$ cat src/hdl/adc_seq_consts.vh
// Timing and sizing constants for the conversion sequencer
`ifndef ADC_SEQ_CONSTS_VH
`define ADC_SEQ_CONSTS_VH

// Cycle counts at the 10 ns system clock
`define CONV_INT_CYC 9'h0f0
`define CONV_EXT_CYC 9'h140
`define EOC_LOW_CYC 9'h00c
`define EXT_EDGES_PER_CONV 5'h10
`define NUM_CH 4
`define RES_W 14
`define CNT_W 9
`define RESULT_RST 14'h0000
`define RD_PTR_RST 2'h0

`endif

$ cat src/hdl/adc_sequence_read_timing.v
// Conversion sequencer and parallel read port of a four-channel converter
`timescale 1ns/1ps
`include "adc_seq_consts.vh"

module adc_sequence_read_timing (
	// Clock and reset
	input wire clock_i,
	input wire rst_i,
	// Conversion control pins
	input wire conversion_start_n_i,
	input wire low_power_request_n_i,
	input wire ext_clk_sel_i,
	input wire ext_clk_i,
	input wire [3:0] channel_sel_i,
	// Held samples from the track/hold front end
	input wire [55:0] sample_i,
	// Read port pins
	input wire cs_n_i,
	input wire rd_n_i,
	// Status and data pins
	output reg busy_o,
	output reg eoc_n_o,
	output reg first_result_flag_o,
	output reg [13:0] data_o,
	output reg data_oe_n_o
);

	localparam [`CNT_W-1:0] INT_CONV_CYC = `CONV_INT_CYC;
	localparam [`CNT_W-1:0] EXT_CONV_CYC = `CONV_EXT_CYC;
	localparam [`CNT_W-1:0] EOC_CYC = `EOC_LOW_CYC;
	localparam [`CNT_W-1:0] ONE_CYC = {{(`CNT_W-1){1'b0}}, 1'b1};

	localparam [2:0] ST_IDLE = 3'h1;
	localparam [2:0] ST_CONV = 3'h2;
	localparam [2:0] ST_EOC = 3'h4;

	// Next selected channel at or after index from; bit 2 set means none
	function [2:0] next_sel;
		input [3:0] mask;
		input [2:0] from;
		integer k;
		begin
			next_sel = 3'h4;
			for (k = 3; k >= 0; k = k - 1) begin
				if (mask[k] && (k >= from))
					next_sel = k[2:0];
			end
		end
	endfunction

	// Pin synchronisers, two flops each, plus edge history of stage two
	reg [5:0] meta_r;
	reg [5:0] sync_r;
	reg cst_prev_r;
	reg eck_prev_r;
	reg rd_prev_r;
	wire cst_s = sync_r[0];
	wire lpr_n_s = sync_r[1];
	wire esel_s = sync_r[2];
	wire eck_s = sync_r[3];
	wire cs_n_s = sync_r[4];
	wire rd_n_s = sync_r[5];
	reg [3:0] chsel_m_r;
	reg [3:0] chsel_s_r;

	always @(posedge clock_i) begin
		if (rst_i) begin
			// Idle pin levels, so no false edge follows reset
			meta_r <= 6'h33;
			sync_r <= 6'h33;
			chsel_m_r <= 4'h0;
			chsel_s_r <= 4'h0;
			cst_prev_r <= 1'b1;
			eck_prev_r <= 1'b0;
			rd_prev_r <= 1'b1;
		end else begin
			meta_r <= {rd_n_i, cs_n_i, ext_clk_i, ext_clk_sel_i,
				low_power_request_n_i, conversion_start_n_i};
			sync_r <= meta_r;
			chsel_m_r <= channel_sel_i;
			chsel_s_r <= chsel_m_r;
			cst_prev_r <= cst_s;
			eck_prev_r <= eck_s;
			rd_prev_r <= rd_n_s;
		end
	end

	wire cst_fall = cst_prev_r & ~cst_s;
	wire cst_rise = ~cst_prev_r & cst_s;
	wire eck_rise = ~eck_prev_r & eck_s;
	wire rd_fall = rd_prev_r & ~rd_n_s & ~cs_n_s;
	wire rd_rise = ~rd_prev_r & rd_n_s;

	// Sequencer state
	reg [2:0] state_r;
	reg [3:0] mask_r;
	reg ext_mode_r;
	reg [2:0] ch_r;
	reg [`CNT_W-1:0] cnt_r;
	reg [4:0] edges_r;
	reg [55:0] held_r;
	reg [13:0] result_r [0:3];
	reg [1:0] n_res_r;
	reg [1:0] wr_ptr_r;
	reg [1:0] rd_ptr_r;
	reg reading_r;

	wire [2:0] first_ch = next_sel(chsel_s_r, 3'h0);
	wire [2:0] follow_ch = next_sel(mask_r, ch_r + 3'h1);
	// Counter starts at zero: conversion plus EOC fills the slot exactly
	wire slot_ext_done = (edges_r == `EXT_EDGES_PER_CONV) ||
		(cnt_r >= EXT_CONV_CYC - EOC_CYC - ONE_CYC);
	wire slot_int_done = (cnt_r >= INT_CONV_CYC - EOC_CYC - ONE_CYC);
	wire conv_done = ext_mode_r ? slot_ext_done : slot_int_done;
	wire [1:0] rd_ptr_inc = rd_ptr_r + 2'h1;
	wire [1:0] rd_ptr_next = (rd_ptr_r == n_res_r) ? 2'h0 : rd_ptr_inc;

	integer i;

	always @(posedge clock_i) begin
		if (rst_i) begin
			state_r <= ST_IDLE;
			mask_r <= 4'h0;
			ext_mode_r <= 1'b0;
			ch_r <= 3'h0;
			cnt_r <= {`CNT_W{1'b0}};
			edges_r <= 5'h00;
			held_r <= 56'h0;
			n_res_r <= 2'h0;
			wr_ptr_r <= 2'h0;
			busy_o <= 1'b0;
			eoc_n_o <= 1'b1;
			for (i = 0; i < `NUM_CH; i = i + 1) begin
				result_r[i] <= `RESULT_RST;
			end
		end else begin
			// Falling start edge in idle places every track/hold into hold
			if (cst_fall && (state_r == ST_IDLE))
				held_r <= sample_i;
			case (state_r)
			ST_IDLE: begin
				eoc_n_o <= 1'b1;
				// Starts during standby are dropped; wake-up is host timed
				if (cst_rise && lpr_n_s && !first_ch[2]) begin
					busy_o <= 1'b1;
					mask_r <= chsel_s_r;
					ext_mode_r <= esel_s;
					ch_r <= first_ch;
					cnt_r <= {`CNT_W{1'b0}};
					edges_r <= 5'h00;
					wr_ptr_r <= 2'h0;
					n_res_r <= 2'h0;
					state_r <= ST_CONV;
				end
			end
			ST_CONV: begin
				cnt_r <= cnt_r + {{(`CNT_W-1){1'b0}}, 1'b1};
				if (eck_rise)
					edges_r <= edges_r + 5'h01;
				// Cycle cap keeps a slow external clock within bound
				if (conv_done) begin
					result_r[wr_ptr_r] <= held_r[ch_r[1:0]*14 +: 14];
					n_res_r <= wr_ptr_r;
					wr_ptr_r <= wr_ptr_r + 2'h1;
					eoc_n_o <= 1'b0;
					cnt_r <= {`CNT_W{1'b0}};
					state_r <= ST_EOC;
				end
			end
			ST_EOC: begin
				cnt_r <= cnt_r + {{(`CNT_W-1){1'b0}}, 1'b1};
				if (cnt_r == EOC_CYC - {{(`CNT_W-1){1'b0}}, 1'b1}) begin
					eoc_n_o <= 1'b1;
					cnt_r <= {`CNT_W{1'b0}};
					edges_r <= 5'h00;
					if (follow_ch[2]) begin
						busy_o <= 1'b0;
						state_r <= ST_IDLE;
					end else begin
						ch_r <= follow_ch;
						state_r <= ST_CONV;
					end
				end
			end
			default: begin
				state_r <= ST_IDLE;
				busy_o <= 1'b0;
				eoc_n_o <= 1'b1;
			end
			endcase
		end
	end

	// Read port: n_res_r holds count minus one, so wrap after the last result
	always @(posedge clock_i) begin
		if (rst_i) begin
			rd_ptr_r <= `RD_PTR_RST;
			reading_r <= 1'b0;
			data_o <= `RESULT_RST;
			data_oe_n_o <= 1'b1;
			first_result_flag_o <= 1'b0;
		end else begin
			if (state_r == ST_CONV && conv_done) begin
				// Same edge as end-of-conversion falling
				first_result_flag_o <= 1'b0;
			end else if (rd_rise && reading_r) begin
				first_result_flag_o <= (rd_ptr_next == 2'h0);
			end
			// A read that ends on a later EOC edge must still advance
			if (state_r == ST_CONV && conv_done && (wr_ptr_r == 2'h0))
				rd_ptr_r <= `RD_PTR_RST;
			else if (rd_rise && reading_r)
				rd_ptr_r <= rd_ptr_next;
			if (rd_fall) begin
				reading_r <= 1'b1;
				data_o <= result_r[rd_ptr_r];
				data_oe_n_o <= 1'b0;
			end else if (rd_n_s || cs_n_s) begin
				data_oe_n_o <= 1'b1;
				if (rd_rise)
					reading_r <= 1'b0;
			end
		end
	end

endmodule

$ cat config.mk
export PLATFORM = sky130hd
export DESIGN_NAME = adc_sequence_read_timing
export DESIGN_NICKNAME = d
export VERILOG_FILES = /design/src/hdl/adc_sequence_read_timing.v
export VERILOG_INCLUDE_DIRS = /design/src /design/src/hdl
export SDC_FILE = /design/constraint.sdc
export NUM_CORES = 1
export LEC_CHECK = 0
export BUFFER_PORTS_ARGS = -buffer_cell sky130_fd_sc_hd__clkbuf_2
export CORE_MARGIN = 2
export CORE_UTILIZATION = 56
export DETAILED_ROUTE_END_ITERATION = 10
export GPL_ROUTABILITY_DRIVEN = 0
export PLACE_DENSITY = 0.77
export SETUP_SLACK_MARGIN = 0.05
export SYNTH_ARGS = -nofsm -noshare
export SYNTH_HDL_FRONTEND = slang
export SYNTH_SLANG_ARGS = --single-unit
$ cat constraint.sdc
create_clock -name clock_i -period 7.7 [get_ports clock_i]
set_clock_uncertainty 0.2 [all_clocks]
set_input_delay 1.155 -clock clock_i [delete_from_list [all_inputs] [get_ports clock_i]]
set_output_delay 1.155 -clock clock_i [all_outputs]
set_load 0.01 [all_outputs]
==> flow_metrics.py, run 1 <==
metrics = {
    "cells_and_area": {
        "diodes": 0,
        "nets": 880,
        "fin_area_sq_um": 8820,
        "drive_above_1_share_pct": 21.3,
        "fill_cells": 1084,
        "seq_area_sq_um": 4260,
        "area_delta_synth_final_pct": 13.1,
        "multi_input_area_sq_um": 3230,
        "finalNonFillerCells": 998,
    },
    "logic_synthesis": {
        "synthMuxAreaShare_pct": 9.02,
        "synth_cells": 745,
        "async_flop_share_pct": 0,
        "synth_ff_type": "dfxtp_1",
        "synthesis.nets": 820,
        "synth_compound_area_share_pct": 9.83,
        "synth-adder-area-share_pct": 1.12,
        "synth_seq_cells": 185,
        "syn_avg_cell_area_sq_um": 10.5,
        "ys_types": 64,
        "synth_top_family_by_area": "simple AND/OR/NAND/NOR gates",
        "syn_area_sq_um": 7800,
        "synth_edf_count": 56,
        "synthXorXnorAreaFrac_pct": 1.57,
        "yosysWarnings": 0,
        "synthSimpleGateAreaFrac_pct": 19.8,
        "synth-seq-area-share_pct": 54.7,
    },
    "critical_path": {
        "crit_type": "reg -> reg",
        "crit_path_cell_trace": "ha_1 -> o31ai_1 -> nand2b_1 -> o21ai_1 -> a21oi_2 -> mux2_1",
        "crit_slowest_cell": "dfxtp_1",
        "cp_num_cells": 6,
        "crit_path_end_kind": "flop",
        "worstSetupStartpointType": "flop",
        "crit_arrival_ns": 3.11,
        "critical_path_required_ns": 7.81,
        "reg2regPathDepth": 6,
        "path_max_fanout": 20,
        "crit_family": "flip-flops",
        "r2r_setup_slack_ns": 4.70,
        "crit_buf_inv": 0,
        "max_stage_delay_ns": 1.01,
    },
    "drt": {
        "wl_per_cell_microns": 15.5,
        "routed_wl_mm": 15.5,
        "vias": 5570,
        "drt.antenna.violating_nets": 0,
        "dr.pass1.iters": 5,
        "drt_iter0_markers": 406,
        "drc": 0,
        "vias_per_cell": 5.58,
    },
    "hold_path": {
        "hp-class": "reg -> reg",
        "min_path_cells": 1,
    },
    "sta": {
        "fin_crit_ns": 3.00,
        "setup_viol": 0,
        "max_freq_mhz": 333,
        "setup_tns_ns": 0,
        "rsz0062_at_grt": "no",
        "fin_crit_sh_pct": 39.0,
        "drv_slew": 0,
        "hold_viol": 0,
        "tightest_slew_ns": 1.15,
        "relSlewSlack_pct": 23.4,
    },
    "global_routing": {
        "antenna_found_initial": 0,
        "global_route.overflow_total": 0,
        "grt_max_degree": 72,
        "grt_pass1_vias": 5191,
        "grt.total_usage_pct": 21.6,
        "grt_pass1_wl_mm": 25.0,
    },
    "job": {
        "cap_violations": 0,
    },
    "clock_network": {
        "cts_made_buffers": 17,
        "cts-root-buf": "clkbuf_16",
        "postCtsSetupBuffers": 0,
        "path_clk_slew_ns": 0.06,
        "cts_max_level": 4,
        "ctsResizeCount": 0,
        "cts_hold_buf": 0,
        "cts_tree": "built",
        "worstSkewPairLatency_ns": 0.43,
        "clk_path_buf_depth": 2,
        "cts_sinks": 185,
    },
    "floorplanning": {
        "pin_count": 86,
        "die_h_microns": 122,
        "fp.dieW_microns": 122,
        "die_area_sq_um": 14900,
        "start_util_pct": 56.8,
        "core_sq_um": 13700,
        "row_count": 43,
    },
    "place": {
        "dpl.cell_count": 966,
        "port_buffers": 85,
        "placed_area_sq_um": 8240,
        "hpwl_mm": 10.5,
    },
    "status": {
        "status": "finished, final reports clean",
    },
    "power_and_ir_drop": {
        "power_mw": 1.99,
        "power.leakage_nw": 3.47,
        "power-per-cell-area_nw_per_um2": 225,
        "irDropWorstVdd_v": 0.000126,
    },
}
==> registers in the layout, indices dropped and copies added (netlist names), 5 cells and up <==
name / cells
held_r: 56
result_r: 56
data_o: 14
cnt_r: 9
meta_r: 6
sync_r: 6
edges_r: 5
==> power by group <==
group          total, mW  internal, mW  leakage, nW  switching [mW]
clock network      0.865         0.510        0.284           0.355
logic             0.0832        0.0354         1.56          0.0478
registers           1.04          1.03         1.63          0.0120
total               1.99          1.57         3.47           0.415
==> final timing paths <==
check,startpoint,end
min,meta_r[0],sync_r[0]
min reg2reg,meta_r[0],sync_r[0]
max reg2reg,ch_r[0],ch_r[1]
max,ch_r[0],ch_r[1]
==> cell usage in the layout, fill, tap and decap left out, types with 6 or more instances in the layout <==
master	synthesis	layout
dfxtp_1	129	129
mux4_2	28	28
or2_2	11	11
a21oi_1	82	82
and2_1	16	16
clkbuf_2	1	84
nand2_1	153	153
nand3_1	7	7
nor2b_1	13	13
xor2_1	11	11
nor2_1	32	32
buf_4	6	6
o21ai_0	9	9
ha_1	7	7
edfxtp_1	56	56
a21o_1	6	6
inv_1	12	12
and3_1	46	46
clkbuf_16	0	17
==> cell type report <==
type,count,area share [%]
clock buffers,20,4.95
flip-flops and latches,185,48.3
clock inverters,12,1.70
repair buffers,90,5.28
multi-input cells,498,36.6
inverters,13,0.553
well taps,180,2.55
==> cell usage after synthesis (2+ instances only) <==
cell type	number	area [sq um]
nand2b_1	2	12.5
a21oi_2	2	17.5
o21ai_1	2	10.0
xnor2_1	3	26.3
nor3b_1	4	30.0
and3_1	46	288
a31o_2	2	17.5
a22o_1	2	17.5
or3_1	5	31.3
nor2b_1	13	81.3
o21ai_0	9	45.0
ha_1	7	87.6
mux4_2	28	631
and2_1	16	100
a211oi_1	4	30.0
buf_4	6	45.0
buf_2	5	25.0
buf_6	6	67.6
nand4_1	5	31.3
nand4b_1	4	35.0
or2_2	11	68.8
a21o_1	6	45.0
dfxtp_1	129	2580
nor2_1	32	120
xor2_1	11	96.3
nand3b_1	2	15.0
nand2_1	153	574
nor3_1	3	15.0
o31ai_1	4	30.0
clkbuf_1	30	113
a21oi_1	82	410
nand3_1	7	35.0
edfxtp_1	56	1680
inv_1	12	45.0
a31oi_1	3	18.8
mux2i_1	5	50.1
==> logic make-up after synthesis <==
| logic type | Yosys count |
|---|---|
| AO/OA/AOI/OAI | 129 |
| XOR/XNOR | 14 |
| adder cells (fa/ha/maj) | 7 |
| buffers and inverters | 62 |
| flip-flops | 185 |
| multiplexers | 35 |
| AND/OR/NAND/NOR | 313 |
==> worst register-to-register path: stages (launching register included) <==
cell and delay [ns]:
dfxtp_1 1.01, ha_1 0.42, o31ai_1 0.31, nand2b_1 0.15, o21ai_1 0.30, a21oi_2 0.13, mux2_1 0.35
==> layer usage <==
metal / track usage, % / vias up / wire, microns
met5: 0 / - / 0
met4: 8.48 / 0 / 285
met3: 4.82 / 26 / 902
met2: 35.0 / 192 / 7680
met1: 28.5 / 2619 / 6640
li1: - / 2733 / -
==> metrics by stage <==
step / setup slack (ns) / utilization [%] / hold WS [ns]
2_1_floorplan: 4.90 / - / 0.189
3_3_place_gp: 4.62 / 60.0 / 0.194
5_1_grt: 4.43 / 64.3 / 0.229
4_1_cts: 4.66 / 64.3 / 0.215
3_5_place_dp: 4.54 / 60.0 / 0.200
6_report: 4.70 / 64.3 / 0.211
No activity file was read; power rests on OpenSTA's default activity.
==> run 2, diff against run 1 <==
--- a/config.mk
+++ b/config.mk
@@ -6,12 +6,13 @@
 export SDC_FILE = /design/constraint.sdc
 export NUM_CORES = 1
 export LEC_CHECK = 0
+export ABC_AREA = 1
 export BUFFER_PORTS_ARGS = -buffer_cell sky130_fd_sc_hd__clkbuf_2
 export CORE_MARGIN = 2
-export CORE_UTILIZATION = 56
+export CORE_UTILIZATION = 53
 export DETAILED_ROUTE_END_ITERATION = 10
 export GPL_ROUTABILITY_DRIVEN = 0
-export PLACE_DENSITY = 0.77
+export PLACE_DENSITY = 0.76
 export SETUP_SLACK_MARGIN = 0.05
 export SYNTH_ARGS = -nofsm -noshare
 export SYNTH_HDL_FRONTEND = slang
==> constraint.sdc (replaced) <==
create_clock -name clock_i -period 2.7 [get_ports clock_i]
set_clock_uncertainty 0.2 [all_clocks]
set_input_delay 0.405 -clock clock_i [delete_from_list [all_inputs] [get_ports clock_i]]
set_output_delay 0.405 -clock clock_i [all_outputs]
set_load 0.01 [all_outputs]
==> run 2 against run 1 <==
  * Core utilization up 0.58 points
  * First-iteration DRC count up 12%
  * Maximum frequency up 27%
  * Sequential cell count unchanged
  * Largest power group unchanged
==> flow_metrics.py, run 2 <==
metrics = {
    "status": {
        "status": "finished, final reports clean",
    },
    "drt": {
        "routed_wl_mm": 17.5,
        "dr.pass1.iters": 5,
        "drt.antenna.violating_nets": 0,
        "drc": 0,
        "wl_per_cell_microns": 13.6,
        "vias": 6654,
        "drt_iter0_markers": 453,
        "vias_per_cell": 5.19,
    },
    "logic_synthesis": {
        "synthTopCellsByCount": "266 x nor2_1, 129 x dfxtp_1, 106 x nand2_1, 105 x o21ai_0, 89 x inv_1",
        "syn_avg_cell_area_sq_um": 8.14,
        "yosysWarnings": 0,
        "ys_types": 35,
        "async_flop_share_pct": 0,
        "synth.area.top_cells": "dfxtp_1 33%, edfxtp_1 21%, nor2_1 13%",
        "synth_top_area_share_pct": 32.7,
        "synth_ff_type": "dfxtp_1",
        "synth_top_area_cell": "dfxtp_1",
        "synth_seq_cells": 185,
        "synth_cells": 969,
        "yosysMostFrequentCell": "nor2_1",
        "synthesis.nets": 1044,
        "synth-seq-area-share_pct": 54.1,
        "syn_area_sq_um": 7890,
        "synth_edf_count": 56,
    },
    "cells_and_area": {
        "drive_above_1_share_pct": 14.9,
        "final_cell_mix": "266 x nor2_1, 129 x dfxtp_1, 106 x nand2_1",
        "area_delta_synth_final_pct": 19.6,
        "reg.largest.list": "held_r x56, result_r x56, data_o x14",
        "final_common_cell": "nor2_1",
        "finalNonFillerCells": 1282,
        "diodes": 0,
        "fill_cells": 1242,
        "nets": 1160,
        "fin_area_sq_um": 9430,
    },
    "global_routing": {
        "met1_usage_pct": 32.2,
        "grt_pass1_wl_mm": 29.2,
        "grt_pass1_vias": 6085,
        "global_route.overflow_total": 0,
        "grt_max_degree": 57,
        "grtUsageMet3_pct": 5.01,
        "antenna_found_initial": 0,
        "grt.total_usage_pct": 22.9,
        "busiest_layer": "met2",
        "grt_use_met2_pct": 34.8,
    },
    "critical_path": {
        "crit_buf_inv": 2,
        "crit_slowest_cell": "dfxtp_1",
        "path_max_fanout": 15,
        "worstReg2RegStart": "cnt_r[0]",
        "startpoint": "cnt_r[0]",
        "max_stage_delay_ns": 0.41,
        "crit_path_end_kind": "flop",
        "cpMostUsedCell": "nand3_1",
        "crit_arrival_ns": 2.30,
        "reg2regPathDepth": 10,
        "crit_path_cell_trace": "ha_1 -> inv_1 -> nand3_1 -> nand3_1 -> nand2_2 -> nand2_4 -> nor2_8 -> nand3_4 -> nand2_1 -> buf_4",
        "critical_path_required_ns": 2.63,
        "r2r-end": "result_r[2][3]",
        "crit_type": "reg -> reg",
        "r2r_setup_slack_ns": 0.33,
        "worstSetupStartpointType": "flop",
        "crit_family": "simple AND/OR/NAND/NOR gates",
    },
    "clock_network": {
        "cts_tree": "built",
        "cts_made_buffers": 17,
        "cts_max_level": 4,
        "clk_path_buf_depth": 2,
        "cts_sinks": 185,
        "cts-root-buf": "clkbuf_16",
        "worstSkewPairLatency_ns": 0.44,
        "postCtsSetupBuffers": 0,
        "path_clk_slew_ns": 0.07,
    },
    "floorplanning": {
        "die_h_microns": 126,
        "die_area_sq_um": 15900,
        "row_count": 44,
        "start_util_pct": 54.3,
        "fp.dieW_microns": 126,
        "pin_count": 86,
        "core_sq_um": 14500,
    },
    "sta": {
        "drv_slew": 0,
        "rsz0062_at_grt": "no",
        "setup_tns_ns": 0,
        "relSlewSlack_pct": 63.8,
        "max_freq_mhz": 422,
        "fin_crit_sh_pct": 87.8,
        "hold_viol": 0,
        "fin_crit_ns": 2.37,
        "tightest_slew_ns": 0.543,
        "setup_slack_ns": 0.330,
        "setup_viol": 0,
    },
    "place": {
        "placed_area_sq_um": 8480,
        "pre_cts_slack_ns": 0.325,
        "dpl.cell_count": 1208,
        "port_buffers": 85,
        "hpwl_mm": 11.5,
    },
    "hold_path": {
        "min_path_cells": 3,
        "hp-class": "in -> reg",
        "holdPathEnd": "held_r[11]",
        "holdCritStartpoint": "sample_i[11]",
    },
    "job": {
        "cap_violations": 0,
    },
    "power_and_ir_drop": {
        "irDropWorstVdd_v": 0.000457,
        "power.leakage_nw": 4.16,
        "power_mw": 6.52,
        "power-per-cell-area_nw_per_um2": 692,
    },
}
[run 2: cell types whose count changed after synthesis, moves of 7 or more]
cell / before / now
o21ai_0: 9 / 105
and2_1: 16 / 0
clkbuf_1: 30 / 37
nor2b_1: 13 / 0
mux4_2: 28 / 0
a32o_1: 0 / 9
a21oi_1: 82 / 43
nand2_1: 153 / 106
o32ai_1: 0 / 14
nand3_1: 7 / 33
nor2_1: 32 / 266
inv_1: 12 / 89
and3_1: 46 / 0
[run 2: area by class of cell]
type	instances	area (sq um)	share of cell area, %
inverter	92	345	3.66
timing repair buffer	146	988	10.5
clock buffer	18	429	4.55
sequential	185	4260	45.2
multi-input combinational	643	3080	32.6
tap	184	230	2.44
clock inverter	14	98.8	1.05
[run 2: cells by family (layout without fill, tap and decap cells)]
| family | count (synthesis) | count (layout) | share of synthesized area [%] |
|---|---|---|---|
| AND/OR/NAND/NOR | 437 | 437 | 23.1 |
| AO/OA/AOI/OAI | 189 | 189 | 13.6 |
| XOR/XNOR | 10 | 10 | 1.11 |
| buffers and inverters | 141 | 270 | 7.09 |
| flip-flops | 185 | 185 | 54.1 |
| adder cells (fa/ha/maj) | 7 | 7 | 1.11 |
[run 2: timing repair]
item | CTS | global route
endpoints found under the hold margin | 41 | 1
hold buffers | 41 | 1
resized for setup | 0 | 0
[run 2: worst max path at each step]
stage,slack (ns),to,depth (start not counted)
2_1_floorplan,0.37,result_r[1][0],10
3_3_place_gp,0.38,result_r[2][11],10
3_5_place_dp,0.32,result_r[1][12],9
4_1_cts,0.32,result_r[1][0],9
5_1_grt,0.15,result_r[1][0],9
6_report,0.33,result_r[2][3],10
[run 2: metal layers]
layer  share of wire, %  vias to the layer above
li1                   -                     3383
met1                 46                     3030
met2                 45                      212
met3                6.5                       29
met4                2.1                        0
met5                  0                        -
[run 2: power by group]
part	switching, mW	internal, mW	total (mW)
sequential	0.110	3.02	3.13
clock	1.07	1.18	2.25
combinational	0.753	0.393	1.15
total	1.93	4.59	6.52
[run 2: through the flow]
step	utilization [%]	hold slack [ns]
global route	64.9	0.00239
global placement	58.4	0.189
floorplan	-	0.188
finish	64.9	0.0139
CTS	64.8	0.000242
detailed placement	58.4	0.195
[run 2: tightest hold or removal path: stages]
cell	delay [ns]
clkbuf_2	0.07
nor2_1	0.04
nor2_1	0.09
==> run 3, diff against run 2 <==
--- a/config.mk
+++ b/config.mk
@@ -6,7 +6,6 @@
 export SDC_FILE = /design/constraint.sdc
 export NUM_CORES = 1
 export LEC_CHECK = 0
-export ABC_AREA = 1
 export BUFFER_PORTS_ARGS = -buffer_cell sky130_fd_sc_hd__clkbuf_2
 export CORE_MARGIN = 2
 export CORE_UTILIZATION = 53
==> run 3 against run 2 <==
  * Cell area decreased by 0.76%
  * Via count decreased by 12%
  * Sequential power decreased by 5%
  * Critical endpoint is now result_r[1][10]
  * Critical path type unchanged
  * Wire length decreased by 5.9%
  * Setup slack got worse by 0.054 ns
  * Count of clock-buffer cells in the layout unchanged
  * Total power decreased by 11%
  * Register-to-register slack got worse by 0.05 ns
  * Non-clock buffer count decreased by 5
==> flow_metrics.py, run 3 (same netlist as run 1, synthesis figures left out) <==
metrics = {
    "status": {
        "status": "finished, final reports clean",
    },
    "critical_path": {
        "crit_path_end_kind": "flop",
        "reg2regPathDepth": 9,
        "worstSetupStartpointType": "flop",
        "crit_type": "reg -> reg",
        "worstReg2RegStart": "edges_r[0]",
        "path_max_fanout": 14,
        "crit_path_cell_trace": "inv_1 -> ha_1 -> nand4bb_1 -> o221ai_1 -> nor2_1 -> nor2_1 -> buf_4 -> a21o_1 -> buf_4",
        "startpoint": "edges_r[0]",
        "r2r_setup_slack_ns": 0.28,
        "critical_path.endpoint": "result_r[1][10]",
        "r2r-end": "result_r[1][10]",
        "crit_slowest_cell": "dfxtp_1",
        "critical_path_required_ns": 2.63,
        "max_stage_delay_ns": 0.34,
        "crit_arrival_ns": 2.35,
    },
    "sta": {
        "relSlewSlack_pct": 42.2,
        "hold_viol": 0,
        "max_freq_mhz": 413,
        "fin_crit_sh_pct": 89.8,
        "timing.hold.ws_ns": 0.00664,
        "drv_slew": 0,
        "setup_tns_ns": 0,
        "setup_viol": 0,
        "tightest_slew_ns": 0.863,
        "rsz0062_at_grt": "no",
        "fin_crit_ns": 2.42,
    },
    "drt": {
        "routed_wl_mm": 16.4,
        "vias_per_cell": 5.54,
        "drc": 0,
        "wl_per_cell_microns": 15.6,
        "drt.antenna.violating_nets": 0,
        "vias": 5834,
        "dr.pass1.iters": 5,
        "drt_iter0_markers": 428,
    },
    "cells_and_area": {
        "final_cell_mix": "153 x nand2_1, 129 x dfxtp_1, 84 x clkbuf_2",
        "drive_above_1_share_pct": 21.7,
        "fin_area_sq_um": 9360,
        "diodes": 0,
        "nets": 931,
        "final_common_cell": "nand2_1",
        "reg.largest.list": "held_r x56, result_r x56, data_o x14",
        "area_delta_synth_final_pct": 20.0,
    },
    "floorplanning": {
        "die_area_sq_um": 15700,
        "fp.dieW_microns": 125,
        "pin_count": 86,
        "row_count": 44,
        "core_sq_um": 14500,
        "die_h_microns": 125,
        "start_util_pct": 53.9,
    },
    "power_and_ir_drop": {
        "irDropWorstVdd_v": 0.000454,
        "power_mw": 5.78,
        "clkPwrFrac_pct": 43.6,
        "combPwrFrac_pct": 5.1,
        "internal_power_mw": 4.54,
        "switchingPower_mw": 1.24,
        "p_seq_share_pct": 51.3,
        "power-per-cell-area_nw_per_um2": 618,
        "power.leakage_nw": 3.70,
        "sw_frac_of_total_pct": 21.5,
    },
    "clock_network": {
        "cts_hold_buf": 39,
        "ctsResizeCount": 0,
        "cts_max_level": 4,
        "cts_sinks": 185,
        "worstSkewPairLatency_ns": 0.43,
        "path_clk_slew_ns": 0.07,
        "cts_made_buffers": 17,
        "postCtsSetupBuffers": 0,
        "cts_tree": "built",
        "clk_path_buf_depth": 2,
        "cts-root-buf": "clkbuf_16",
    },
    "global_routing": {
        "grt_pass1_wl_mm": 27.3,
        "grt_max_degree": 64,
        "grt_pass1_vias": 5646,
        "grt.total_usage_pct": 21.6,
        "global_route.overflow_total": 0,
        "antenna_found_initial": 0,
    },
    "place": {
        "placed_area_sq_um": 8370,
        "hpwl_mm": 11.2,
        "port_buffers": 85,
    },
    "hold_path": {
        "hp-class": "in -> reg",
    },
    "job": {
        "cap_violations": 0,
    },
}
[run 3: changes by cell type in the layout (fill, tap and decap cells not counted), moves of 13 or more]
cell / change
nor2_1: -234
inv_1: -76
and2_1: +16
a21oi_1: +39
o32ai_1: -14
o21ai_0: -96
nor2b_1: +13
nand3_1: -26
and3_1: +46
mux4_2: +28
nand2_1: +47
[run 3: stage by stage]
step / cells / setup slack (ns) / util (%)
global route: 1053 / 0.155 / 64.6
detailed placement: 982 / 0.293 / 57.8
finish: 1053 / 0.276 / 64.6
global placement: 982 / 0.372 / 57.8
floorplan: 745 / 0.154 / -
CTS: 1053 / 0.285 / 64.6
[run 3: final cells by class]
| class | count | area, sq um |
|---|---|---|
| Inverter | 13 | 48.8 |
| Timing Repair Buffer | 141 | 983 |
| Fill cell | 1125 | 5120 |
| Sequential cell | 185 | 4260 |
| Multi-Input combinational cell | 498 | 3230 |
| Clock buffer | 18 | 429 |
| Clock inverter | 14 | 171 |
| Tap cell | 184 | 230 |
[run 3: metal layers]
metal	up-vias	GRT usage, %	wire (microns)
li1	2834	-	-
met1	2793	28.4	7190
met2	178	35.5	8110
met3	29	4.28	824
met4	0	8.30	311
met5	-	0	0
[run 3: power by group through the flow]
stage | clock network (mW) | registers (mW) | logic, mW
2_1_floorplan | 0 | 3.01 | 0.153
3_3_place_gp | 0 | 3.02 | 0.240
3_5_place_dp | 0 | 3.03 | 0.248
4_1_cts | 2.55 | 2.97 | 0.293
5_1_grt | 2.66 | 2.97 | 0.324
6_report | 2.52 | 2.97 | 0.295
[run 3: worst min-delay path by stage]
stage | start | endpoint | slack (ns) | depth (start not counted)
2_1_floorplan | meta_r[0] | sync_r[0] | 0.19 | 1
3_3_place_gp | meta_r[4] | sync_r[4] | 0.20 | 1
3_5_place_dp | meta_r[0] | sync_r[0] | 0.20 | 1
4_1_cts | sample_i[35] | held_r[35] | 0.001 | 3
5_1_grt | sample_i[26] | held_r[26] | 0.01 | 3
6_report | sample_i[30] | held_r[30] | 0.007 | 3
[run 3: worst max-delay path, delay by kind of cell (launching register included)]
kind                     cells  cell delay [ns]
AND/OR/NAND/NOR              3             0.51
buffers and inverters        3             0.49
AO/OA/AOI/OAI                2             0.42
flip-flops                   1             0.34
adder cells (fa/ha/maj)      1             0.14
